## src/fsc_regs.svh

```systemverilog
// constants for the operating-state controller
`ifndef FSC_REGS_SVH
`define FSC_REGS_SVH
`define FSC_CLK_HZ          200000000
`define FSC_DIS_WAIT_MS     20
`define FSC_DIS_WAIT_CYC    ((`FSC_CLK_HZ / 1000) * `FSC_DIS_WAIT_MS)
`define FSC_CRC_RETRY_MAX   3
`define FSC_RETRY_W         2
`define FSC_WAIT_W          23
`define FSC_NUM_OUT         4
`endif

```

## src/fsc_pkg.sv

```systemverilog
// types for the operating-state controller
package fsc_pkg;
  typedef enum logic [2:0] {
    FSC_IDLE     = 3'b000,
    FSC_DIAG     = 3'b001,
    FSC_NORMAL   = 3'b010,
    FSC_FAULT    = 3'b011,
    FSC_DISABLED = 3'b100
  } fsc_state_t;
endpackage : fsc_pkg

```

## src/fsc_ctrl.sv

```systemverilog
// operating-state controller: idle, diagnostics, normal, fault, disabled
`timescale 1ns/1ps
`default_nettype none
`include "fsc_regs.svh"
module fsc_ctrl
  import fsc_pkg::*;
(
  // clock and reset
  input  wire logic                     clk,
  input  wire logic                     rst,
  // supply monitors, asynchronous
  input  wire logic                     supply_ok,
  input  wire logic                     regulated_supply_uv,
  input  wire logic                     digital_supply_uv,
  // power-on reset sequencing
  input  wire logic                     por_done,
  // diagnostics progress
  input  wire logic                     checks_done,
  input  wire logic                     checks_pass,
  // initialization faults, asynchronous
  input  wire logic                     memory_checksum_err,
  input  wire logic                     logic_self_test_err,
  input  wire logic                     monitor_self_test_err,
  input  wire logic                     sensor_if_self_test_err,
  input  wire logic                     reg_cap_loss_err,
  input  wire logic                     gain_select_pin_test_err,
  // run-time recoverable faults, asynchronous
  input  wire logic                     regulated_supply_ov,
  input  wire logic                     out_mismatch_err,
  // run-time critical faults, asynchronous
  input  wire logic                     reg_checksum_err,
  input  wire logic                     redundancy_err,
  input  wire logic                     test_mode_pin_err,
  input  wire logic                     test_output_pin_err,
  input  wire logic                     gain_select_pin_toggle,
  // any other non-forcing fault seen in fault state
  input  wire logic                     other_fault,
  // block enables
  output logic                          por_req,
  output logic                          osc_en,
  output logic                          analog_front_end_en,
  output logic                          gain_control_path_en,
  output logic                          monitor_en,
  // sensor output stage, tri-state
  input  wire logic [`FSC_NUM_OUT-1:0]  out_level,
  output logic [`FSC_NUM_OUT-1:0]       sensor_output_pins_o,
  output logic [`FSC_NUM_OUT-1:0]       sensor_output_pins_oe,
  // status
  output var  logic [2:0]               state_o,
  output var  logic                     retry_exhausted
);

  ////////////////////////////////////////////////////////////////////////////
  // input synchronisation
  localparam int NF = 16;
  logic [NF-1:0] raw_in;
  logic [NF-1:0] syn;

  assign raw_in = {supply_ok, regulated_supply_uv, digital_supply_uv,
                   memory_checksum_err, logic_self_test_err, monitor_self_test_err,
                   sensor_if_self_test_err, reg_cap_loss_err, gain_select_pin_test_err,
                   regulated_supply_ov, out_mismatch_err, reg_checksum_err,
                   redundancy_err, test_mode_pin_err, test_output_pin_err,
                   gain_select_pin_toggle};

  fsc_sync #(.W(NF)) u_sync (
    .clk (clk),
    .rst (rst),
    .d   (raw_in),
    .q   (syn)
  );

  logic s_ok;
  logic s_uv;
  logic s_crc;
  logic s_init;
  logic s_ov;
  logic s_rec;
  logic s_crit;
  logic s_red;

  assign s_ok   = syn[15];
  assign s_uv   = syn[14] | syn[13];
  assign s_crc  = syn[12];
  assign s_init = |syn[12:7];
  assign s_ov   = syn[6];
  assign s_rec  = syn[6] | syn[5];
  assign s_red  = syn[3];
  assign s_crit = syn[4] | syn[3] | syn[2] | syn[1] | syn[0];

  ////////////////////////////////////////////////////////////////////////////
  // state register
  fsc_state_t state_r;
  fsc_state_t state_nxt;
  logic [`FSC_WAIT_W-1:0]  wait_r;
  logic [`FSC_RETRY_W-1:0] crc_retry_r;
  logic                    crc_cause_r;
  logic                    wait_done;
  logic                    crc_blocked;

  assign wait_done   = (wait_r == `FSC_WAIT_W'(`FSC_DIS_WAIT_CYC - 1));
  assign crc_blocked = crc_cause_r &&
                       (crc_retry_r == `FSC_RETRY_W'(`FSC_CRC_RETRY_MAX));

  always_comb begin
    state_nxt = state_r;
    case (state_r)
      FSC_IDLE: begin
        if (s_ok && !s_uv && por_done) begin
          state_nxt = FSC_DIAG;
        end
      end
      FSC_DIAG: begin
        if (s_init || s_red || s_crit) begin
          state_nxt = FSC_DISABLED;
        end else if (s_rec) begin
          state_nxt = FSC_FAULT;
        end else if (checks_done && checks_pass) begin
          state_nxt = FSC_NORMAL;
        end
      end
      FSC_NORMAL: begin
        if (s_crit) begin
          state_nxt = FSC_DISABLED;
        end else if (s_rec) begin
          state_nxt = FSC_FAULT;
        end
      end
      FSC_FAULT: begin
        if (s_crit) begin
          state_nxt = FSC_DISABLED;
        end else if (s_ov) begin
          state_nxt = FSC_FAULT;
        end else begin
          state_nxt = FSC_DIAG;
        end
      end
      FSC_DISABLED: begin
        if (wait_done && !crc_blocked) begin
          state_nxt = FSC_DIAG;
        end
      end
      default: begin
        state_nxt = FSC_IDLE;
      end
    endcase
  end

  // undervoltage or reset forces idle; power cycle restarts from idle
  always_ff @(posedge clk) begin
    if (rst) begin
      state_r <= FSC_IDLE;
    end else if (s_uv || !s_ok) begin
      state_r <= FSC_IDLE;
    end else begin
      state_r <= state_nxt;
    end
  end

  // dwell counter for the disabled state
  always_ff @(posedge clk) begin
    if (rst) begin
      wait_r <= '0;
    end else if (state_r != FSC_DISABLED) begin
      wait_r <= '0;
    end else if (!wait_done) begin
      wait_r <= wait_r + `FSC_WAIT_W'(1);
    end
  end

  // latch whether the last disable came from the memory checksum
  always_ff @(posedge clk) begin
    if (rst) begin
      crc_cause_r <= 1'b0;
    end else if (state_r != FSC_DISABLED && state_nxt == FSC_DISABLED && !s_uv && s_ok) begin
      crc_cause_r <= s_crc;
    end
  end

  // survives undervoltage restarts on purpose: only a full reset clears it
  always_ff @(posedge clk) begin
    if (rst) begin
      crc_retry_r <= '0;
    end else if (state_r == FSC_DISABLED && state_nxt == FSC_DIAG && crc_cause_r &&
                 !s_uv && s_ok &&
                 crc_retry_r != `FSC_RETRY_W'(`FSC_CRC_RETRY_MAX)) begin
      crc_retry_r <= crc_retry_r + `FSC_RETRY_W'(1);
    end
  end

  ////////////////////////////////////////////////////////////////////////////
  // enables decoded from the registered state; output enable in diagnostics also needs checks_done and checks_pass
  logic drive_ok;

  assign drive_ok             = (state_r == FSC_NORMAL) ||
                                (state_r == FSC_DIAG && checks_done && checks_pass);
  assign por_req              = (state_r == FSC_IDLE);
  assign osc_en               = (state_r == FSC_NORMAL) || (state_r == FSC_DIAG);
  assign analog_front_end_en  = (state_r == FSC_NORMAL) || (state_r == FSC_DIAG);
  assign gain_control_path_en = (state_r == FSC_NORMAL) || (state_r == FSC_DIAG);
  assign monitor_en           = (state_r == FSC_NORMAL) || (state_r == FSC_FAULT);
  assign sensor_output_pins_oe = {`FSC_NUM_OUT{drive_ok}};

  // output data comes from flops; undriven while the enable is low
  always_ff @(posedge clk) begin
    if (rst) begin
      sensor_output_pins_o <= '0;
    end else begin
      sensor_output_pins_o <= out_level;
    end
  end

  always_ff @(posedge clk) begin
    if (rst) begin
      state_o         <= 3'h0;
      retry_exhausted <= 1'b0;
    end else begin
      state_o         <= state_r;
      retry_exhausted <= crc_blocked;
    end
  end

endmodule : fsc_ctrl
`default_nettype wire

```

## src/fsc_sync.sv

```systemverilog
// two-flop synchroniser for asynchronous fault and supply inputs
`timescale 1ns/1ps
`default_nettype none
module fsc_sync #(
  parameter int W = 1
) (
  // clock and reset
  input  wire logic         clk,
  input  wire logic         rst,
  // data
  input  wire logic [W-1:0] d,
  output var  logic [W-1:0] q
);
  logic [W-1:0] meta_r;

  always_ff @(posedge clk) begin
    if (rst) begin
      meta_r <= '0;
      q      <= '0;
    end else begin
      meta_r <= d;
      q      <= meta_r;
    end
  end
endmodule : fsc_sync
`default_nettype wire

```

## config.mk

```make
export PLATFORM = sky130hd
export DESIGN_NAME = fsc_ctrl
export DESIGN_NICKNAME = d
export VERILOG_FILES = /design/src/fsc_pkg.sv /design/src/fsc_ctrl.sv /design/src/fsc_sync.sv
export VERILOG_INCLUDE_DIRS = /design/src
export SDC_FILE = /design/constraint.sdc
export NUM_CORES = 1
export LEC_CHECK = 0
export ABC_AREA = 0
export BUFFER_PORTS_ARGS = -buffer_cell sky130_fd_sc_hd__buf_2
export CAP_MARGIN = 20
export CORE_MARGIN = 2
export CORE_UTILIZATION = 59
export CTS_CLUSTER_SIZE = 14
export DETAILED_ROUTE_END_ITERATION = 7
export PLACE_DENSITY = 0.83
export SLEW_MARGIN = 20
export SYNTH_ARGS = -nofsm -noshare
export SYNTH_HDL_FRONTEND = slang
export SYNTH_HIERARCHICAL = 1
export SYNTH_SLANG_ARGS = --single-unit
```

## constraint.sdc

```tcl
create_clock -name clk -period 3.2 [get_ports clk]
set_input_delay 0.48 -clock clk [delete_from_list [all_inputs] [get_ports clk]]
set_output_delay 0.48 -clock clk [all_outputs]
set_load 0.02 [all_outputs]
```

# After elaboration in Yosys (flattened, before gate mapping)
# Cells that the tools add are included.
# Widths: inputs -> output; s select.
# op_classes
eq_ne	10
mux	10
n_reduce_logical	28
addsub	2
bitwise_logic	6
# ops
op	count
$mux 3	8
$add 23x1->23 const B	1
$eq 23x22->1 const B	1
$logic_and 1x1->1	15
$pmux 3 s5	1
$eq 3x1->1 const B	2
$eq 3x2->1 const B	2
$eq 3x3->1 const B	2
$logic_or 1x1->1	6
$or 1x1->1	6
$reduce_or 6->1	1
$reduce_or 2->1	2
$logic_not 1->1	3
$logic_not 3->1	1
$ne 3x3->1 const B	1
$add 2x1->2 const B	1
$eq 2x2->1 const B	1
$mux 2	1
$ne 2x2->1 const B	1
# word_totals
input_bits	26
output_inout_bits	17
reg_bits	69
wordCells	65

# Depth between registers and ports, before layout
# depth
ltp_word	13
ltp_mapped	6

# Modules after synthesis
# Netlist, hierarchy kept.
# by_module_without_submodules
mod	seq_area_each_um2	instances	area_per_inst_um2	cells_per_inst
fsc_ctrl	740.7	1	1737.9	195
fsc_sync	640.6	1	863.3	67

# Worst setup path before layout
# No wires, ideal clock.
# synth_path
kind	reg-to-reg
startpoint	register state_r[2]
endpoint	register crc_retry_r[1]
arrival_ns	1.695
stages_incl_launch_ff	7
period_less_slack_ns	1.823
path_slack_ns	1.377
setup_ns	0.128
n_path_buf	1
required_ns	3.072
cell_sequence	dfxtp_1 buf_4 or3b_1 or4_1 nor3_4 mux2i_1 nor2_1
# synth_via
elab_chain_len	10
elab_cells_between_ends	19
classes_between	eq/ne (5); mux (8); reduce/logical (6)
# synth_rtl
element	line_no	rtl
start, declared	fsc_ctrl.sv:93	fsc_state_t state_r;
start signal, assigned	fsc_ctrl.sv:156	state_r <= state_nxt;
$mux 3	fsc_ctrl.sv:118	end else if (checks_done && checks_pass) begin
$mux 3	fsc_ctrl.sv:116	end else if (s_rec) begin
$mux 3	fsc_ctrl.sv:114	if (s_init || s_red || s_crit) begin
$pmux 3 s5	fsc_ctrl.sv:107	case (state_r)
$eq 3x1->1	fsc_ctrl.sv:184	end else if (state_r == FSC_DISABLED && state_nxt == FSC_DIAG && crc_cause_r &&
$logic_and 1x1->1 (*) (3 in series)	fsc_ctrl.sv:184	
$logic_and 1x1->1 (*)	fsc_ctrl.sv:185	!s_uv && s_ok &&
$logic_and 1x1->1 (*)	fsc_ctrl.sv:184	
end signal, assigned	fsc_ctrl.sv:187	crc_retry_r <= crc_retry_r + `FSC_RETRY_W'(1);
end, declared	fsc_ctrl.sv:96	logic [`FSC_RETRY_W-1:0] crc_retry_r;
# Mark *: on every way between the ends. The rest lies on a longest branch, timed or not.
# A chain may end at the register's enable or synchronous reset.

# Worst setup path in the final report
# layout_path
startpoint	register wait_r[0]
endpoint	register wait_r[12]
# layout_via
elab_chain_len	1
elab_cells_between_ends	2
classes_between	add/sub (1); eq/ne (1)
# layout_rtl
element	line_no	rtl
start, declared	fsc_ctrl.sv:95	logic [`FSC_WAIT_W-1:0] wait_r;
start signal, assigned	fsc_ctrl.sv:167	wait_r <= wait_r + `FSC_WAIT_W'(1);
$add 23x1->23 or $eq 23x22->1 (tied branches)	fsc_ctrl.sv:167, fsc_ctrl.sv:101	
# Parallel ways exist; a longest one is shown, timed or not.

==> flow_summary.yaml <==
floorplanning:
  core_um2: 4290
  die_area_um2: 4960
  die_w_um: 70.4
  std_cell_rows: 24
  die_h_um: 70.4
  initial_core_util_pct: 60.6
  io_pins: 43
sta:
  finalCriticalPeriod_ns: 1.99
  fmax_mhz: 504
  tns_ns: 0
  hold_viol_final: 0
  fin_ws_ns: 1.21
  slew_viol_final: 0
  grt_setup_unrepaired: "no"
  tightest_slew_ns: 0.825
  finalClockSkew_ns: 0.00807
  post-route-period-util_pct: 62.1
  slew_headroom_pct: 44.6
  final-setup-viol-count: 0
routing:
  drtIter0Drc: 135
  dr_total_vias: 1810
  wirelength_um: 4060
  drt-met1-wl_um: 1890
  viasPerCell: 5.08
  route.met3.wl_um: 248
  drc: 0
  ant_nets: 0
  routed.top_layer: "met4"
  wl_per_cell_um: 11.4
  firstDrtPassIters: 4
  wl_met2_um: 1840
placed_design:
  detailedPlace.worstSlack_ns: 1.22
  place_hpwl_um: 2730
  io_buffers: 41
  place.gp.congestion: 0.767
job:
  cap_viol_max_count: 0
setup_path:
  path_class: "flop to flop"
  worstPathRequired_ns: 3.40
  critPathLaunchType: "flop"
  crit_buf_inv: 1
  path_max_fanout: 7
  critPathCaptureType: "flop"
  crit_arrival_ns: 2.19
  critPathSlowestCell: "nor3_1"
  r2r_setup_slack_ns: 1.21
  crit_family: "simple AND/OR/NAND/NOR gates"
  cp_slowest_stage_delay_ns: 0.68
  path_cells: "ha_1 -> inv_1 -> nor3_1 -> and3_1 -> xnor2_1 -> nor2_1"
power:
  power_density_nw_per_um2: 533
  p_sw_mw: 0.376
  peakVddDrop_uv: 404
  p_clk_share_pct: 40.2
  leakagePower_nw: 1.19
  power_frac_comb_pct: 3.6
  sw_frac_of_total_pct: 23.9
  seqPwrFrac_pct: 56.2
  intPower_mw: 1.20
synthesis:
  ys_types: 41
  synth_warnings: 6
  synthCells: 262
  syn_area_um2: 2600
  yosysSeqAreaShare_pct: 53.1
  syn_avg_cell_area_um2: 9.93
  ys_seq_elements: 69
  syn_nets: 290
clocking:
  cts_max_path_buffers: 2
  holdBufCountCts: 0
  numCtsBuffers: 9
  cts_sinks: 69
  insertion_delay_ns: 0.35
  post_cts_buffers: 0
  root_buffer: "clkbuf_8"
  cts_tree: "yes"
  post_cts_resized: 0
  htree_levels: 3
  clk_pin_slew_worst_paths_ns: 0.08
status:
  status: "finished clean"
finish:
  diodes: 0
  drive_above_1_share_pct: 21.7
  areaGrowthSynthToFinish_pct: 13.6
  nets: 327
global_route:
  grt_max_degree: 46
  first_global_vias: 1635
  grt_pass1_wl_um: 7110
  grt_antenna_before_repair: 0
  overflow: 0
  grt_usage_pct: 18.6
worst_hold_path:
  holdCritPathClass: "input pin to flop"
[metal layers]
layer	vias up	GRT usage, %
met4	0	9.83
met1	800	22.9
li1	955	-
met2	48	27.8
met5	-	0
met3	7	7.50
[flip-flops by register name, summed over array words and instances, names as in the netlist]
register,count
u_sync/meta_r,16
sensor_output_pins_o,4
crc_cause_r,1
state_r,3
crc_retry_r,2
u_sync/q,16
wait_r,23
state_o,3
retry_exhausted,1
[stage by stage]
step | area, um^2 | cells | util (%) | total power, mW | hold slack [ns]
3_5_place_dp | 2770 | 340 | 64.6 | 0.963 | 0.424
2_1_floorplan | 2600 | 262 | - | 0.942 | 0.414
3_3_place_gp | 2770 | 340 | 64.6 | 0.961 | 0.419
5_1_grt | 2950 | 356 | 68.8 | 1.64 | 0.322
6_report | 2950 | 356 | 68.8 | 1.58 | 0.334
4_1_cts | 2950 | 356 | 68.8 | 1.59 | 0.315
[power groups by stage]
stage / logic, mW / registers [mW] / clock network (mW)
2_1_floorplan: 0.0350 / 0.907 / 0
3_3_place_gp: 0.0566 / 0.905 / 0
3_5_place_dp: 0.0578 / 0.906 / 0
4_1_cts: 0.0581 / 0.885 / 0.651
5_1_grt: 0.0650 / 0.887 / 0.686
6_report: 0.0572 / 0.885 / 0.633
[layout by cell type, fill, tap and decap left out, types with 2 or more instances in the layout]
cell type | synthesis | routed
a21oi_1 | 6 | 6
a31oi_1 | 2 | 2
and3_1 | 4 | 4
and4_1 | 4 | 4
buf_2 | 0 | 41
clkbuf_8 | 0 | 9
clkinv_4 | 0 | 2
dfxtp_1 | 69 | 69
ha_1 | 2 | 2
inv_1 | 3 | 3
inv_6 | 0 | 3
mux2i_1 | 3 | 3
nand2_1 | 9 | 9
nand3_1 | 6 | 6
nand4_1 | 8 | 8
nor2_1 | 33 | 33
nor2b_1 | 41 | 41
nor3_1 | 6 | 6
nor4_1 | 3 | 3
o2111ai_1 | 2 | 2
o21ai_0 | 3 | 3
o31ai_1 | 2 | 2
or3_1 | 2 | 2
or4_4 | 2 | 2
xnor2_1 | 5 | 5
xor2_1 | 15 | 15
[cell families after synthesis]
kind of cell	share of synthesized area, %
flops	53.1
simple gates	27.5
compound gates	5.68
mux	1.59
buf+inv	4.47
fa+ha+maj	0.962
xor+xnor	6.73
[cell type report]
class | count | area, um^2
tap | 52 | 65.1
inverter | 3 | 11.3
fill | 340 | 1340
multi-input combinational | 174 | 1100
clock buffer | 9 | 124
timing repair buffer | 42 | 213
clock inverter | 7 | 56.3
sequential | 69 | 1380
[synthesized netlist by cell type]
master | n | area, um^2
dfxtp_1 | 69 | 1380
nor2b_1 | 41 | 257
nor2_1 | 33 | 124
xor2_1 | 15 | 131
buf_4 | 10 | 75.1
nand2_1 | 9 | 33.8
nand4_1 | 8 | 50.1
a21oi_1 | 6 | 30.0
nand3_1 | 6 | 30.0
nor3_1 | 6 | 30.0
clkbuf_1 | 5 | 18.8
xnor2_1 | 5 | 43.8
and3_1 | 4 | 25.0
and4_1 | 4 | 35.0
inv_1 | 3 | 11.3
mux2i_1 | 3 | 30.0
nor4_1 | 3 | 18.8
o21ai_0 | 3 | 15.0
a31oi_1 | 2 | 12.5
ha_1 | 2 | 25.0
o2111ai_1 | 2 | 17.5
o31ai_1 | 2 | 15.0
or3_1 | 2 | 12.5
or4_4 | 2 | 22.5
a21o_1 | 1 | 7.51
a22oi_1 | 1 | 7.51
a311oi_2 | 1 | 15.0
buf_6 | 1 | 11.3
mux2_1 | 1 | 11.3
nor2_2 | 1 | 6.26
nor3_4 | 1 | 16.3
nor3b_1 | 1 | 7.51
nor4b_1 | 1 | 8.76
o21a_1 | 1 | 7.51
o21ba_1 | 1 | 10.0
o31a_2 | 1 | 10.0
or2_1 | 1 | 6.26
or2_2 | 1 | 6.26
or3b_1 | 1 | 8.76
or3b_2 | 1 | 8.76
or4_1 | 1 | 7.51
[worst paths after layout]
path | endpoint | startpoint | cells after the start
hold reg to reg | u_sync/q[13]$_SDFF_PP0_ | u_sync/meta_r[13]$_SDFF_PP0_ | 1
setup / recovery | wait_r[12]$_SDFFE_PP0N_ | wait_r[0]$_SDFFE_PP0N_ | 6
hold / removal | u_sync/meta_r[3]$_SDFF_PP0_ | redundancy_err | 2
setup reg to reg | wait_r[12]$_SDFFE_PP0N_ | wait_r[0]$_SDFFE_PP0N_ | 6
Power figures use the tool's default switching activity.
